File: src/core/osc_consts.vh
// Register map, field layout, reset values and timing figures of the clock select block.
`ifndef OSC_CONSTS_VH
`define OSC_CONSTS_VH

// Register indices; the byte address on the bus is four times the index.
`define OSC_IDX_MODE        8'h03
`define OSC_IDX_XTAL        8'h0A
`define OSC_IDX_STATUS      8'h10
`define OSC_ADDR_W          8

// Mode register fields.
`define OSC_MODE_SEL_HI     7
`define OSC_MODE_SEL_LO     5
`define OSC_MODE_FAST_EN    4
`define OSC_MODE_TYPE       3
`define OSC_MODE_SLOW_EN    2
`define OSC_MODE_WDT_EN     1
`define OSC_MODE_RST_PIN    0
`define OSC_MODE_RESET      8'hF6

// Crystal setup register fields.
`define OSC_XTAL_EN         7
`define OSC_XTAL_DRV_HI     6
`define OSC_XTAL_DRV_LO     5
`define OSC_XTAL_RESET      3'h0

// Clock source codes.
`define OSC_SRC_FAST        2'h0
`define OSC_SRC_XTAL        2'h1
`define OSC_SRC_SLOW        2'h2

// Timing figures.
`define OSC_PCLK_HZ         40000000
`define OSC_XTAL_MIN_HZ     32000
`define OSC_XTAL_MAX_HZ     4000000
`define OSC_XTAL_MIN_CYC    (`OSC_PCLK_HZ / `OSC_XTAL_MAX_HZ)

`endif

File: src/core/osc_sysclk_select.v
// Oscillator enables and glitch-free system clock source and divider selection.
`timescale 1ns/1ps
`include "osc_consts.vh"

// Function
// Crystal, fast RC and slow RC each have their own independent enable bit.
// Crystal enable is write-only, resets to 0, 1 enables the crystal.
// Crystal drive bits are write-only, reset 00; 01 low, 10 middle, 11 high.
// Software writes zero to the low five crystal setup bits; they do nothing.
// Crystal path supports 32 kHz to 4 MHz; faster is unsupported.
// Software waits for the crystal to settle before selecting it.
// Software turns the crystal off before power-down.
// Software sets both crystal pins as inputs without pull-ups or digital buffers.
// Mode bit 3 resets to 0 and picks the select encoding table.
// Type 0 select codes map to fast RC, crystal and slow RC with dividers.
// Type 1 select codes map to larger dividers; unlisted codes are reserved.
// Mode bit 4 is read-write, resets to 1, enables the fast RC.
// Mode bit 2 resets to 1, enables slow RC; off also stops the watchdog.
// Mode bit 1 is read-write, resets to 1, enables the watchdog.
// Mode bit 0 resets to 0; 1 makes the shared pin the external reset.
// Software never switches away from a source and disables it in one write.
// Source or divider changes never produce truncated system clock pulses.
module osc_sysclk_select #(
   parameter XTAL_MIN_CYC = `OSC_XTAL_MIN_CYC
) (
   input  wire        pclk,
   input  wire        presetn,
   input  wire        psel,
   input  wire        penable,
   input  wire        pwrite,
   input  wire [11:0] paddr,
   input  wire [31:0] pwdata,
   input  wire [3:0]  pstrb,
   output reg  [31:0] prdata,
   output reg         pready,
   output reg         pslverr,
   input  wire        fast_internal_rc,
   input  wire        slow_internal_rc,
   input  wire        crystal_pin_in,
   input  wire        external_reset_pin_n,
   output reg         crystal_enable,
   output reg  [1:0]  crystal_drive,
   output reg         fast_rc_enable,
   output reg         slow_rc_enable,
   output reg         watchdog_enable,
   output reg         reset_pin_select,
   output reg         port_a_bit5_in,
   output reg         external_reset_req,
   output reg         sys_clk_en
);

   reg  [7:0]  clock_mode_select;
   reg  [2:0]  crystal_setup;
   reg  [2:0]  osc_meta;
   reg  [2:0]  osc_sync;
   reg  [2:0]  osc_last;
   reg         pin_meta;
   reg         pin_sync;
   reg  [1:0]  active_src;
   reg  [2:0]  active_lg;
   reg  [5:0]  div_cnt;
   reg  [7:0]  xtal_gap;
   reg         xtal_overspeed;
   reg         sel_reserved;
   wire [2:0]  osc_tick;
   wire [5:0]  req;
   wire        req_valid;
   wire [1:0]  req_src;
   wire [2:0]  req_lg;
   wire        src_tick;
   wire        period_end;
   wire        setup_phase;
   wire        wr_done;
   wire [9:0]  word_idx;
   wire        hit_mode;
   wire        hit_xtal;
   wire        hit_status;
   wire [31:0] status_word;
   wire        hit_any;
   wire        bad_dir;
   wire [7:0]  gap_limit;
   reg  [31:0] next_prdata;

   // Returns {valid, source, log2 of divider} for a select code and table type.
   function [5:0] decode_sel;
      input       tbl;
      input [2:0] sel;
      begin
         decode_sel = 6'h00;
         if (!tbl) begin
            case (sel)
               3'h0: decode_sel = {1'b1, `OSC_SRC_FAST, 3'h2};
               3'h1: decode_sel = {1'b1, `OSC_SRC_FAST, 3'h1};
               3'h3: decode_sel = {1'b1, `OSC_SRC_XTAL, 3'h2};
               3'h4: decode_sel = {1'b1, `OSC_SRC_XTAL, 3'h1};
               3'h5: decode_sel = {1'b1, `OSC_SRC_XTAL, 3'h0};
               3'h6: decode_sel = {1'b1, `OSC_SRC_SLOW, 3'h2};
               3'h7: decode_sel = {1'b1, `OSC_SRC_SLOW, 3'h0};
               default: decode_sel = 6'h00;
            endcase
         end else begin
            case (sel)
               3'h0: decode_sel = {1'b1, `OSC_SRC_FAST, 3'h4};
               3'h1: decode_sel = {1'b1, `OSC_SRC_FAST, 3'h3};
               3'h2: decode_sel = {1'b1, `OSC_SRC_SLOW, 3'h4};
               3'h3: decode_sel = {1'b1, `OSC_SRC_FAST, 3'h5};
               3'h4: decode_sel = {1'b1, `OSC_SRC_FAST, 3'h6};
               3'h5: decode_sel = {1'b1, `OSC_SRC_XTAL, 3'h3};
               default: decode_sel = 6'h00;
            endcase
         end
      end
   endfunction

   // Bus decode: one aligned word per register, a fixed answer with no wait states.
   assign setup_phase = psel & ~penable;
   assign wr_done     = psel & penable & pready & pwrite & ~pslverr;
   assign word_idx    = paddr[11:2];
   assign hit_mode    = (word_idx == {2'h0, `OSC_IDX_MODE});
   assign hit_xtal    = (word_idx == {2'h0, `OSC_IDX_XTAL});
   assign hit_status  = (word_idx == {2'h0, `OSC_IDX_STATUS});
   assign hit_any     = hit_mode | hit_xtal | hit_status;
   // Status is read-only and the crystal setup is write-only; the wrong direction is refused.
   assign bad_dir     = (pwrite & hit_status) | (~pwrite & hit_xtal);

   // Status word: overspeed, reserved request, active divider, active source, oscillator levels.
   assign status_word = {22'h000000, xtal_overspeed, sel_reserved, active_lg, active_src,
                         osc_sync};

   // The crystal setup register is write-only and reads back as zero.
   always @* begin
      next_prdata = 32'h00000000;
      if (hit_mode) begin
         next_prdata = {24'h000000, clock_mode_select};
      end else if (hit_status) begin
         next_prdata = status_word;
      end
   end

   // Every access is answered in the cycle after its setup, so ready is one registered pulse.
   always @(posedge pclk or negedge presetn) begin
      if (!presetn) begin
         pready <= 1'b0;
      end else begin
         pready <= setup_phase;
      end
   end

   // The error flag stands only in the access cycle, alongside ready.
   always @(posedge pclk or negedge presetn) begin
      if (!presetn) begin
         pslverr <= 1'b0;
      end else if (setup_phase) begin
         pslverr <= ~hit_any | bad_dir;
      end else begin
         pslverr <= 1'b0;
      end
   end

   // Read data is captured at setup so that it is settled for the whole access cycle.
   always @(posedge pclk or negedge presetn) begin
      if (!presetn) begin
         prdata <= 32'h00000000;
      end else if (setup_phase) begin
         prdata <= pwrite ? 32'h00000000 : next_prdata;
      end
   end

   // A write lands only in the access cycle and only when the low byte lane is enabled.
   always @(posedge pclk or negedge presetn) begin
      if (!presetn) begin
         clock_mode_select <= `OSC_MODE_RESET;
      end else if (wr_done && pstrb[0] && hit_mode) begin
         clock_mode_select <= pwdata[7:0];
      end
   end

   always @(posedge pclk or negedge presetn) begin
      if (!presetn) begin
         crystal_setup <= `OSC_XTAL_RESET;
      end else if (wr_done && pstrb[0] && hit_xtal) begin
         // Only the enable and drive bits are stored; the low bits are dropped.
         crystal_setup <= pwdata[`OSC_XTAL_EN:`OSC_XTAL_DRV_LO];
      end
   end

   // Control outputs follow their register bits one cycle later.
   always @(posedge pclk or negedge presetn) begin
      if (!presetn) begin
         crystal_enable <= 1'b0;
      end else begin
         crystal_enable <= crystal_setup[2];
      end
   end

   always @(posedge pclk or negedge presetn) begin
      if (!presetn) begin
         crystal_drive <= 2'h0;
      end else begin
         crystal_drive <= crystal_setup[1:0];
      end
   end

   always @(posedge pclk or negedge presetn) begin
      if (!presetn) begin
         fast_rc_enable <= 1'b1;
      end else begin
         fast_rc_enable <= clock_mode_select[`OSC_MODE_FAST_EN];
      end
   end

   always @(posedge pclk or negedge presetn) begin
      if (!presetn) begin
         slow_rc_enable <= 1'b1;
      end else begin
         slow_rc_enable <= clock_mode_select[`OSC_MODE_SLOW_EN];
      end
   end

   // The watchdog runs from the slow RC, so it must never be enabled without it.
   always @(posedge pclk or negedge presetn) begin
      if (!presetn) begin
         watchdog_enable <= 1'b1;
      end else begin
         watchdog_enable <= clock_mode_select[`OSC_MODE_WDT_EN] &
                            clock_mode_select[`OSC_MODE_SLOW_EN];
      end
   end

   always @(posedge pclk or negedge presetn) begin
      if (!presetn) begin
         reset_pin_select <= 1'b0;
      end else begin
         reset_pin_select <= clock_mode_select[`OSC_MODE_RST_PIN];
      end
   end

   // The shared pin is synchronised first; its idle level is high, so reset loads ones.
   always @(posedge pclk or negedge presetn) begin
      if (!presetn) begin
         pin_meta <= 1'b1;
         pin_sync <= 1'b1;
      end else begin
         pin_meta <= external_reset_pin_n;
         pin_sync <= pin_meta;
      end
   end

   // Shared pin: port bit 5 input or active-low external reset request.
   always @(posedge pclk or negedge presetn) begin
      if (!presetn) begin
         port_a_bit5_in     <= 1'b0;
         external_reset_req <= 1'b0;
      end else begin
         port_a_bit5_in     <= ~clock_mode_select[`OSC_MODE_RST_PIN] & pin_sync;
         external_reset_req <= clock_mode_select[`OSC_MODE_RST_PIN] & ~pin_sync;
      end
   end

   // Oscillator inputs are synchronised, then rising edges become tick pulses.
   genvar g;
   generate
      for (g = 0; g < 3; g = g + 1) begin : gen_osc
         wire raw;
         assign raw = (g == 0) ? fast_internal_rc :
                      (g == 1) ? crystal_pin_in : slow_internal_rc;
         always @(posedge pclk or negedge presetn) begin
            if (!presetn) begin
               osc_meta[g] <= 1'b0;
               osc_sync[g] <= 1'b0;
               osc_last[g] <= 1'b0;
            end else begin
               osc_meta[g] <= raw;
               osc_sync[g] <= osc_meta[g];
               osc_last[g] <= osc_sync[g];
            end
         end
         assign osc_tick[g] = osc_sync[g] & ~osc_last[g];
      end
   endgenerate

   // Gap counts between crystal edges below this limit mean a crystal above the supported range.
   assign gap_limit = XTAL_MIN_CYC[7:0] - 8'h01;

   // Gap counter between crystal edges; it saturates so that a slow crystal cannot wrap it.
   always @(posedge pclk or negedge presetn) begin
      if (!presetn) begin
         xtal_gap <= 8'h00;
      end else if (!crystal_setup[2] || osc_tick[1]) begin
         xtal_gap <= 8'h00;
      end else if (xtal_gap != 8'hFF) begin
         xtal_gap <= xtal_gap + 8'h01;
      end
   end

   // The overspeed flag is sticky and is cleared only by disabling the crystal.
   always @(posedge pclk or negedge presetn) begin
      if (!presetn) begin
         xtal_overspeed <= 1'b0;
      end else if (!crystal_setup[2]) begin
         xtal_overspeed <= 1'b0;
      end else if (osc_tick[1] && xtal_gap != 8'h00 && xtal_gap < gap_limit) begin
         xtal_overspeed <= 1'b1;
      end
   end

   assign req        = decode_sel(clock_mode_select[`OSC_MODE_TYPE],
                                  clock_mode_select[`OSC_MODE_SEL_HI:`OSC_MODE_SEL_LO]);
   assign req_valid  = req[5];
   assign req_src    = req[4:3];
   assign req_lg     = req[2:0];
   assign src_tick   = osc_tick[active_src];
   assign period_end = src_tick && (div_cnt == ((6'h01 << active_lg) - 6'h01));

   // A new source or divider is taken only at the end of a whole output period.
   // If the old source has stopped, no period ends and the switch waits for it.
   always @(posedge pclk or negedge presetn) begin
      if (!presetn) begin
         active_src <= `OSC_SRC_SLOW;
         active_lg  <= 3'h0;
         div_cnt    <= 6'h00;
      end else if (period_end) begin
         div_cnt <= 6'h00;
         if (req_valid) begin
            active_src <= req_src;
            active_lg  <= req_lg;
         end
      end else if (src_tick) begin
         div_cnt <= div_cnt + 6'h01;
      end
   end

   // One enable pulse per finished period of the active source and divider.
   always @(posedge pclk or negedge presetn) begin
      if (!presetn) begin
         sys_clk_en <= 1'b0;
      end else begin
         sys_clk_en <= period_end;
      end
   end

   // Reserved codes are flagged and leave the running selection untouched.
   always @(posedge pclk or negedge presetn) begin
      if (!presetn) begin
         sel_reserved <= 1'b0;
      end else begin
         sel_reserved <= ~req_valid;
      end
   end

endmodule

File: config.mk
export PLATFORM = sky130hd
export DESIGN_NAME = osc_sysclk_select
export DESIGN_NICKNAME = d
export VERILOG_FILES = /design/src/core/osc_sysclk_select.v
export VERILOG_INCLUDE_DIRS = /design/src /design/src/core
export SDC_FILE = /design/constraint.sdc
export NUM_CORES = 1
export LEC_CHECK = 0
export BUFFER_PORTS_ARGS = -buffer_cell sky130_fd_sc_hd__buf_2
export CAP_MARGIN = 40
export CORE_ASPECT_RATIO = 0.6
export CORE_MARGIN = 3
export CORE_UTILIZATION = 41
export CTS_BUF_LIST = sky130_fd_sc_hd__clkbuf_16
export CTS_CLUSTER_SIZE = 8
export DETAILED_ROUTE_END_ITERATION = 16
export PLACE_DENSITY_LB_ADDON = 0.1
export SLEW_MARGIN = 10
export SYNTH_ARGS = -nofsm -noshare
export SYNTH_HDL_FRONTEND = slang
export SYNTH_SLANG_ARGS = --single-unit
File: constraint.sdc
create_clock -name pclk -period 2.1 [get_ports pclk]
set_input_delay 0 -clock pclk [delete_from_list [all_inputs] [get_ports pclk]]
set_output_delay 0 -clock pclk [all_outputs]
set_load 0.02 [all_outputs]
# Word-level counts from Yosys, hierarchy flattened
# Cells that the tools add are included.
[op_classes]
order_cmp = 2
n_reduce_logical = 13
n_div = 0
n_mux = 15
n_mul = 0
shifts = 1
addsub = 3
eq_ne = 13
bitwise_logic = 27
[ops]
columns = ["operator", "n"]
rows = [
  ["$mux 32", 2],
  ["$pmux 6 s7", 1],
  ["$pmux 6 s6", 1],
  ["$mux 6", 3],
  ["$mux 8", 2],
  ["$and 1x1->1", 13],
  ["$eq 3x3->1 const B", 4],
  ["$eq 10x2->1 const B", 1],
  ["$eq 10x4->1 const B", 1],
  ["$eq 10x5->1 const B", 1],
  ["$mux 10", 1],
  ["$not 1->1", 10],
  ["$add 8x1->8 const B", 1],
  ["$lt 8x4->1 const B", 1],
  ["$ne 8x8->1 const B", 1],
  ["$reduce_bool 8->1", 1],
  ["$add 6x1->6 const B", 1],
  ["$eq 3x2->1 const B", 2],
  ["$eq 6x6->1", 1],
  ["$logic_and 1x1->1", 6],
  ["$shl 1x3->6 const A", 1],
  ["$sub 6x1->6 const B", 1],
  ["$mux 1", 4],
  ["$or 1x1->1", 4],
  ["9 further kinds", 10],
]
[word_totals]
elab_cells = 105
memories = 0
register_bits = 87
mem_bits_ro = 0
out_inout_bits = 44
latch_bits = 0
ramBits = 0

# Longest topological paths before layout
# Gate-level depths: netlist of the first run.
[depth]
depth_word = 6
mapped_depth = 8
mapped_depth_nobuf = 7

# Least setup slack after synthesis of the first run
# No wires, ideal clock.
[synth_path]
kind = "flip-flop to flip-flop"
start = "register active_lg[1]"
end = "register active_lg[2]"
setup_slack_ps = 257
t_required_ps = 1973
stages_incl_launch_ff = 7
n_path_buf = 2
setup_time_ps = 127
arrival_ps = 1716
path_cell_list = "dfrtp_1 > buf_6 > or4_4 > a2111oi_4 > buf_6 > mux2i_1 > o21ai_1"
[synth_via]
elab_chain_len = 5
[synth_lines]
columns = ["element", "line_no", "text"]
rows = [
  ["start: declaration", "osc_sysclk_select.v:60", "reg [2:0] active_lg;"],
  ["start signal: assignment", "osc_sysclk_select.v:326", "active_lg <= req_lg;"],
  ["$shl 1x3->6", "osc_sysclk_select.v:313", "assign period_end = src_tick && (div_cnt == ((6'h01 << active_lg) - 6'h01));"],
  ["$sub 6x1->6", "osc_sysclk_select.v:313", ""],
  ["$eq 6x6->1", "osc_sysclk_select.v:313", ""],
  ["$logic_and 1x1->1", "osc_sysclk_select.v:313", ""],
  ["$reduce_and 2->1 (no line)", "--", ""],
]
# No other way between the ends.
# A chain may end at the register's enable or synchronous reset.

# Worst setup path in the final report of the first run
[layout_path]
start = "register active_lg[1]"
end = "register active_src[0]"
[layout_via]
elab_chain_len = 5
[layout_lines]
columns = ["element", "line_no", "text"]
rows = [
  ["$shl 1x3->6", "osc_sysclk_select.v:313", ""],
  ["$sub 6x1->6", "osc_sysclk_select.v:313", ""],
  ["$eq 6x6->1", "osc_sysclk_select.v:313", ""],
  ["$logic_and 1x1->1", "osc_sysclk_select.v:313", ""],
  ["$reduce_and 2->1 (no line)", "--", ""],
  ["end signal: assignment", "osc_sysclk_select.v:319", "active_src <= `OSC_SRC_SLOW;"],
  ["end signal: assignment", "osc_sysclk_select.v:325", "active_src <= req_src;"],
  ["end: declaration", "osc_sysclk_select.v:59", "reg [1:0] active_src;"],
]
# No other way between the ends.

==> impl_metrics.env, run 1 <==
export IMPL_synth_most_common_cell="dfrtp_1"
export IMPL_fin_tns_setup_ns=0
export IMPL_remaining_drc_errors=0
export IMPL_synth_edf_count=0
export IMPL_syn_avg_cell_area_um2=10.7
export IMPL_multiInputGateArea_um2=1260
export IMPL_gp_congestion=0.793
export IMPL_drv_slew=0
export IMPL_grt_max_degree=43
export IMPL_synthToLayoutAreaGrowth_pct=24.7
export IMPL_n_antenna_cell=0
export IMPL_yosysWarnings=0
export IMPL_grt_pass1_wl_um=11000
export IMPL_synth_top_area_share_pct=43.2
export IMPL_max_freq_ghz=0.490
export IMPL_fin_crit_sh_pct=97.2
export IMPL_fin_worst_skew_ns=0.00696
export IMPL_critPathKind="flip-flop to flip-flop"
export IMPL_synthTopCellsByArea="dfrtp_1 43%, dfstp_2 10%, buf_4 5.4%"
export IMPL_final_hold_violation_count=0
export IMPL_wl_per_cell_um=14.4
export IMPL_synth_largest_area_cell="dfrtp_1"
export IMPL_clk_pin_slew_ns=0.05
export IMPL_fillers=624
export IMPL_dp_hpwl_um=4740
export IMPL_cp_required_ns=2.34
export IMPL_final_nets=420
export IMPL_drt_vias_per_instance=4.87
export IMPL_synth_common_cells="53 x dfrtp_1, 26 x nand2_1, 23 x nor2_1, 22 x buf_4, 15 x o21ai_0"
export IMPL_arrival_ns=2.28
export IMPL_totalWireLength_um=6710
export IMPL_maxCapViolCount=0
export IMPL_drt_iter0_drc=81
export IMPL_globalRoute_totalOverflow=0
export IMPL_io_pin_count=101
export IMPL_place_inst=435
export IMPL_num_vias=2266
export IMPL_numCtsBuffers=9
export IMPL_netlist_area_um2=3070
export IMPL_p_total_uw=3200
export IMPL_p_leak_uw=0.00178
export IMPL_async_reset_ff_share_pct=100
export IMPL_grt_total_usage_pct=17.0
export IMPL_status="finished clean"
export IMPL_drtAntennaViolNets=0
export IMPL_fp_row_count=23
export IMPL_yosys_register_bits=65
export IMPL_synth_main_ff_cell="dfrtp_1"
export IMPL_core_area_um2=6960
export IMPL_cp_max_fo=14
export IMPL_h_tree_depth=3
export IMPL_clk_latency_ns=0.33
export IMPL_clockBufferDepth=2
export IMPL_die_w_um=118
export IMPL_synthDistinctLibCells=56
export IMPL_cts_sinks=65
export IMPL_max_vdd_ir_drop_uv=459
export IMPL_drive_gt1_share_pct=30.1
export IMPL_drt_pre_antenna_iters=4
export IMPL_seq_area_um2=1650
export IMPL_initial_utilization_pct=44.1
export IMPL_cp_start_kind="flip-flop"
export IMPL_final_util_pct=55.0
export IMPL_power_per_cell_area_nw_per_um2=835
export IMPL_antenna_found_initial=0
export IMPL_tightest_slew_ns=0.534
export IMPL_port_buffers=49
export IMPL_fin_cells=465
export IMPL_rsz0062_at_grt="true"
export IMPL_endpoint_kind="flip-flop"
export IMPL_relSlewSlack_pct=64.4
export IMPL_cts_tree="yes"
export IMPL_hold_path_class="input pin to flip-flop"
export IMPL_netlist_instances=288
export IMPL_setup_viol=0
export IMPL_die_area_um2=8600
export IMPL_grt_pass1_vias=2114
export IMPL_die_y_um=73.1
export IMPL_ys_seq_area_share_pct=53.4
export IMPL_min_period_ns=2.04
export IMPL_cts_root_buffer="clkbuf_16"
==> what timing repair did <==
item / 4_1_cts / 5_1_grt
pin swaps: 1 / 1
setup buffers: 0 / 1
endpoints found under the setup margin: 1 / 5
resized for setup: 1 / 4
gates cloned: 0 / 0
hold buffers: 13 / 0
hold endpoints to repair: 69 / 0
==> critical path, stage by stage (launching register included) <==
cell       delay (ns)
dfrtp_2          0.46
or4_4            0.54
a2111oi_4        0.44
buf_12           0.19
a32oi_2          0.11
o221ai_2         0.21
==> final timing paths <==
| kind | startpoint | end | slack (ns) | cells after the start |
|---|---|---|---|---|
| setup / recovery | active_lg[1] | active_src[0] | 0.06 | 5 |
| hold / removal | pwrite | prdata[8] | 0.04 | 4 |
| setup reg to reg | active_lg[1] | active_src[0] | 0.06 | 5 |
| hold reg to reg | osc_meta[0] | osc_sync[0] | 0.35 | 0 |
| max in group asynchronous | presetn | clock_mode_select[2] | 1.43 | 3 |
| min in group asynchronous | presetn | div_cnt[4] | 0.20 | 3 |
==> layer usage <==
layer  track usage (%)  wire length (um)  up-vias
li1                  -                 -     1109
met1              24.4              3490     1073
met2              22.6              2590       76
met3              6.74               529        8
met4              7.01                95        0
met5                 0                 0        -
==> power by group <==
part           internal [uW]  switching, uW  total [uW]
Clock                    916            535        1450
Sequential              1320           75.6        1390
Combinational            149            207         357
Total                   2380            818        3200
==> area by class of cell <==
| class | count | share of cell area [%] |
|---|---|---|
| Sequential cell | 65 | 42.9 |
| Multi-Input combinational cell | 203 | 32.9 |
| Timing Repair Buffer | 74 | 12.5 |
| Clock buffer | 9 | 5.88 |
| Tap cell | 100 | 3.27 |
| Clock inverter | 7 | 1.83 |
| Inverter | 7 | 0.686 |
==> registers in the layout (all words and copies together), names as in the netlist, 2 cells and up <==
register	count
prdata	10
clock_mode_select	8
xtal_gap	8
div_cnt	6
active_lg	3
crystal_setup	3
osc_last	3
osc_meta	3
osc_sync	3
active_src	2
crystal_drive	2
==> per-stage QoR <==
step | instance area, um2 | hold slack (ns) | setup WS, ns
final | 3830 | 0.0403 | 0.0585
after global routing | 3830 | 0.0605 | -0.0374
after CTS | 3810 | 0.0245 | 0.0252
after detailed placement | 3380 | 0.0189 | 0.0104
after global placement | 3380 | 0.0201 | 0.0582
after floorplan | 3150 | -0.296 | 0.257
==> logic make-up after synthesis <==
logic type | Yosys count | synth area share (%)
AO/OA/AOI/OAI | 51 | 11.9
XOR/XNOR | 8 | 2.28
adder cells (fa/ha/maj) | 4 | 1.55
buffers and inverters | 41 | 8.51
flip-flops | 65 | 53.4
multiplexers | 12 | 4.36
other | 1 | 0.122
AND/OR/NAND/NOR | 106 | 17.9
==> layout by cell type, fill, tap and decap left out, drive strengths merged, types with 3 or more instances in the layout <==
cell and count:
buf 61, dfrtp 53, nand2 26, nor2 23, conb 22, o21ai 16, dlygate4sd3 13, dfstp 12
mux2 11, nand3 10, nand2b 9, clkbuf 9, a21oi 8, a22oi 8, inv 8, and3 7
nor2b 6, nor3 5, xor2 5, clkinv 5, nor4 4, xnor2 3, ha 3, nand4 3
(Power assumes the default switching activity.)
==> run 2: changes to the inputs <==
--- a/config.mk
+++ b/config.mk
@@ -8,9 +8,11 @@
 export LEC_CHECK = 0
 export BUFFER_PORTS_ARGS = -buffer_cell sky130_fd_sc_hd__buf_2
 export CAP_MARGIN = 40
+export CELL_PAD_IN_SITES_DETAIL_PLACEMENT = 1
+export CELL_PAD_IN_SITES_GLOBAL_PLACEMENT = 1
 export CORE_ASPECT_RATIO = 0.6
 export CORE_MARGIN = 3
-export CORE_UTILIZATION = 41
+export CORE_UTILIZATION = 38
 export CTS_BUF_LIST = sky130_fd_sc_hd__clkbuf_16
 export CTS_CLUSTER_SIZE = 8
 export DETAILED_ROUTE_END_ITERATION = 16
==> run 2 against run 1 <==
  * Worst hold slack better by 0.0080 ns
  * Core utilization is 3.4 points lower
  * Clock power decreased by 7%
  * Final cell count is 2.2% higher
  * Critical path depth up 2
==> impl_metrics.env, run 2 (synthesis gave the netlist of run 1 again) <==
export IMPL_status="finished clean"
export IMPL_n_antenna_cell=0
export IMPL_final_cell_mix="51 x dfrtp_1, 49 x buf_2, 26 x nand2_1, 23 x nor2_1, 22 x conb_1"
export IMPL_min_period_ns=1.98
export IMPL_endpoint_kind="flip-flop"
export IMPL_antenna_found_initial=0
export IMPL_final_common_cell="dfrtp_1"
export IMPL_p_leak_uw=0.00181
export IMPL_fp_row_count=24
export IMPL_reg_largest_list="prdata x10, clock_mode_select x8, xtal_gap x8"
export IMPL_synthToLayoutAreaGrowth_pct=26.5
export IMPL_dp_slack_ns=0.0457
export IMPL_met1_usage_pct=24.9
export IMPL_met3_usage_pct=6.97
export IMPL_p_seq_share_pct=43.8
export IMPL_die_w_um=122
export IMPL_fin_crit_sh_pct=94.5
export IMPL_maxCapViolCount=0
export IMPL_cpMaxStageDelayCell="a2111oi_4"
export IMPL_final_hold_violation_count=0
export IMPL_clockBufferDepth=2
export IMPL_hold_path_class="input pin to flip-flop"
export IMPL_drt_pre_antenna_iters=4
export IMPL_grt_max_degree=66
export IMPL_p_sw_uw=864
export IMPL_h_tree_depth=3
export IMPL_numCtsBuffers=9
export IMPL_port_buffers=49
export IMPL_totalWireLength_um=7550
export IMPL_drv_slew=0
export IMPL_largest_register="prdata"
export IMPL_die_area_um2=9240
export IMPL_grt_pass1_wl_um=11900
export IMPL_cp_start_kind="flip-flop"
export IMPL_slowest_delay_ns=0.45
export IMPL_max_vdd_ir_drop_uv=424
export IMPL_combPwrFrac_pct=13.5
export IMPL_fin_worst_skew_ns=0.00570
export IMPL_power_share_clock_pct=42.7
export IMPL_wl_per_cell_um=15.9
export IMPL_arrival_ns=2.19
export IMPL_cp_required_ns=2.31
export IMPL_num_vias=2332
export IMPL_grt_total_usage_pct=17.6
export IMPL_globalRoute_totalOverflow=0
export IMPL_drtAntennaViolNets=0
export IMPL_io_pin_count=101
export IMPL_largest_register_ffs=10
export IMPL_swShare_pct=27.3
export IMPL_dp_hpwl_um=5280
export IMPL_cp_cell_sequence="nor2b_4, a311oi_2, o21ai_2, a2111oi_4, buf_6, mux2i_1, o21ai_1"
export IMPL_core_area_um2=7540
export IMPL_power_per_cell_area_nw_per_um2=814
export IMPL_die_y_um=75.7
export IMPL_p_total_uw=3170
export IMPL_cts_sinks=65
export IMPL_cts_root_buffer="clkbuf_16"
export IMPL_whs_ns=0.0483
export IMPL_p_int_uw=2300
export IMPL_initial_utilization_pct=40.8
export IMPL_cts_tree="yes"
export IMPL_setup_viol=0
export IMPL_drive_gt1_share_pct=31.8
export IMPL_drt_iter0_drc=129
export IMPL_critPathKind="flip-flop to flip-flop"
export IMPL_setup_slack_ns=0.116
export IMPL_final_nets=426
export IMPL_remaining_drc_errors=0
export IMPL_clk_latency_ns=0.33
export IMPL_cp_max_fo=8
export IMPL_drt_vias_per_instance=4.91
export IMPL_grt_most_used_layer="met1"
export IMPL_grt_util_met2_pct=24.8
export IMPL_fillers=850
export IMPL_clk_pin_slew_ns=0.06
export IMPL_grt_pass1_vias=2300
export IMPL_max_freq_ghz=0.504
export IMPL_gp_congestion=0.751
## run 2: power groups by stage
stage                     registers [uW]  logic, uW  clock network, uW
after global placement              1400        339                  0
final                               1390        427               1350
after CTS                           1380        371               1390
after floorplan                     1380        269                  0
after detailed placement            1400        350                  0
after global routing                1400        476               1460
## run 2: critical path: cells and delay by family (launching register included)
kind / cells / cell delay (ns)
flip-flops: 1 / 0.43
multiplexers: 1 / 0.18
AO/OA/AOI/OAI: 4 / 0.90
buffers and inverters: 1 / 0.19
AND/OR/NAND/NOR: 1 / 0.16
## run 2: worst paths after layout
kind	startpoint	to	cells past startpoint	slack, ns
worst max register to register	active_lg[2]	active_lg[2]	7	0.12
worst min register to register	osc_meta[0]	osc_sync[0]	0	0.35
min in group asynchronous	presetn	osc_meta[0]	3	0.21
worst max-delay path	active_lg[2]	active_lg[2]	7	0.12
worst min-delay path	pwrite	pslverr	3	0.05
max in group asynchronous	presetn	clock_mode_select[7]	3	1.56
## run 2: repair_timing
action | in CTS | in global routing
resized for setup | 0 | 12
setup buffers | 0 | 6
hold buffers | 13 | 0
endpoints found under the setup margin | 0 | 6
hold endpoints to repair | 80 | 0
## run 2: per-layer routing
layer	up-vias	wire length (um)
met1	1131	3760
li1	1124	-
met5	-	0
met3	9	602
met2	68	3100
met4	0	87
## run 2: area by class of cell
type	count	area [um2]	area share [%]
Sequential cell	65	1640	42.3
Timing Repair Buffer	80	527	13.6
Tap cell	104	130	3.35
Inverter	7	26.3	0.676
Clock buffer	9	225	5.79
Clock inverter	7	46.3	1.19
Multi-Input combinational cell	203	1290	33.2
## run 2: stage by stage
stage | util, % | cell area [um2] | TNS [ns] | std cells
2_1_floorplan | - | 3150 | 0 | 309
3_3_place_gp | 45.1 | 3400 | 0 | 441
3_5_place_dp | 45.1 | 3400 | 0 | 441
4_1_cts | 50.5 | 3800 | 0 | 470
5_1_grt | 51.6 | 3890 | -0.0620 | 475
6_report | 51.6 | 3890 | 0 | 475
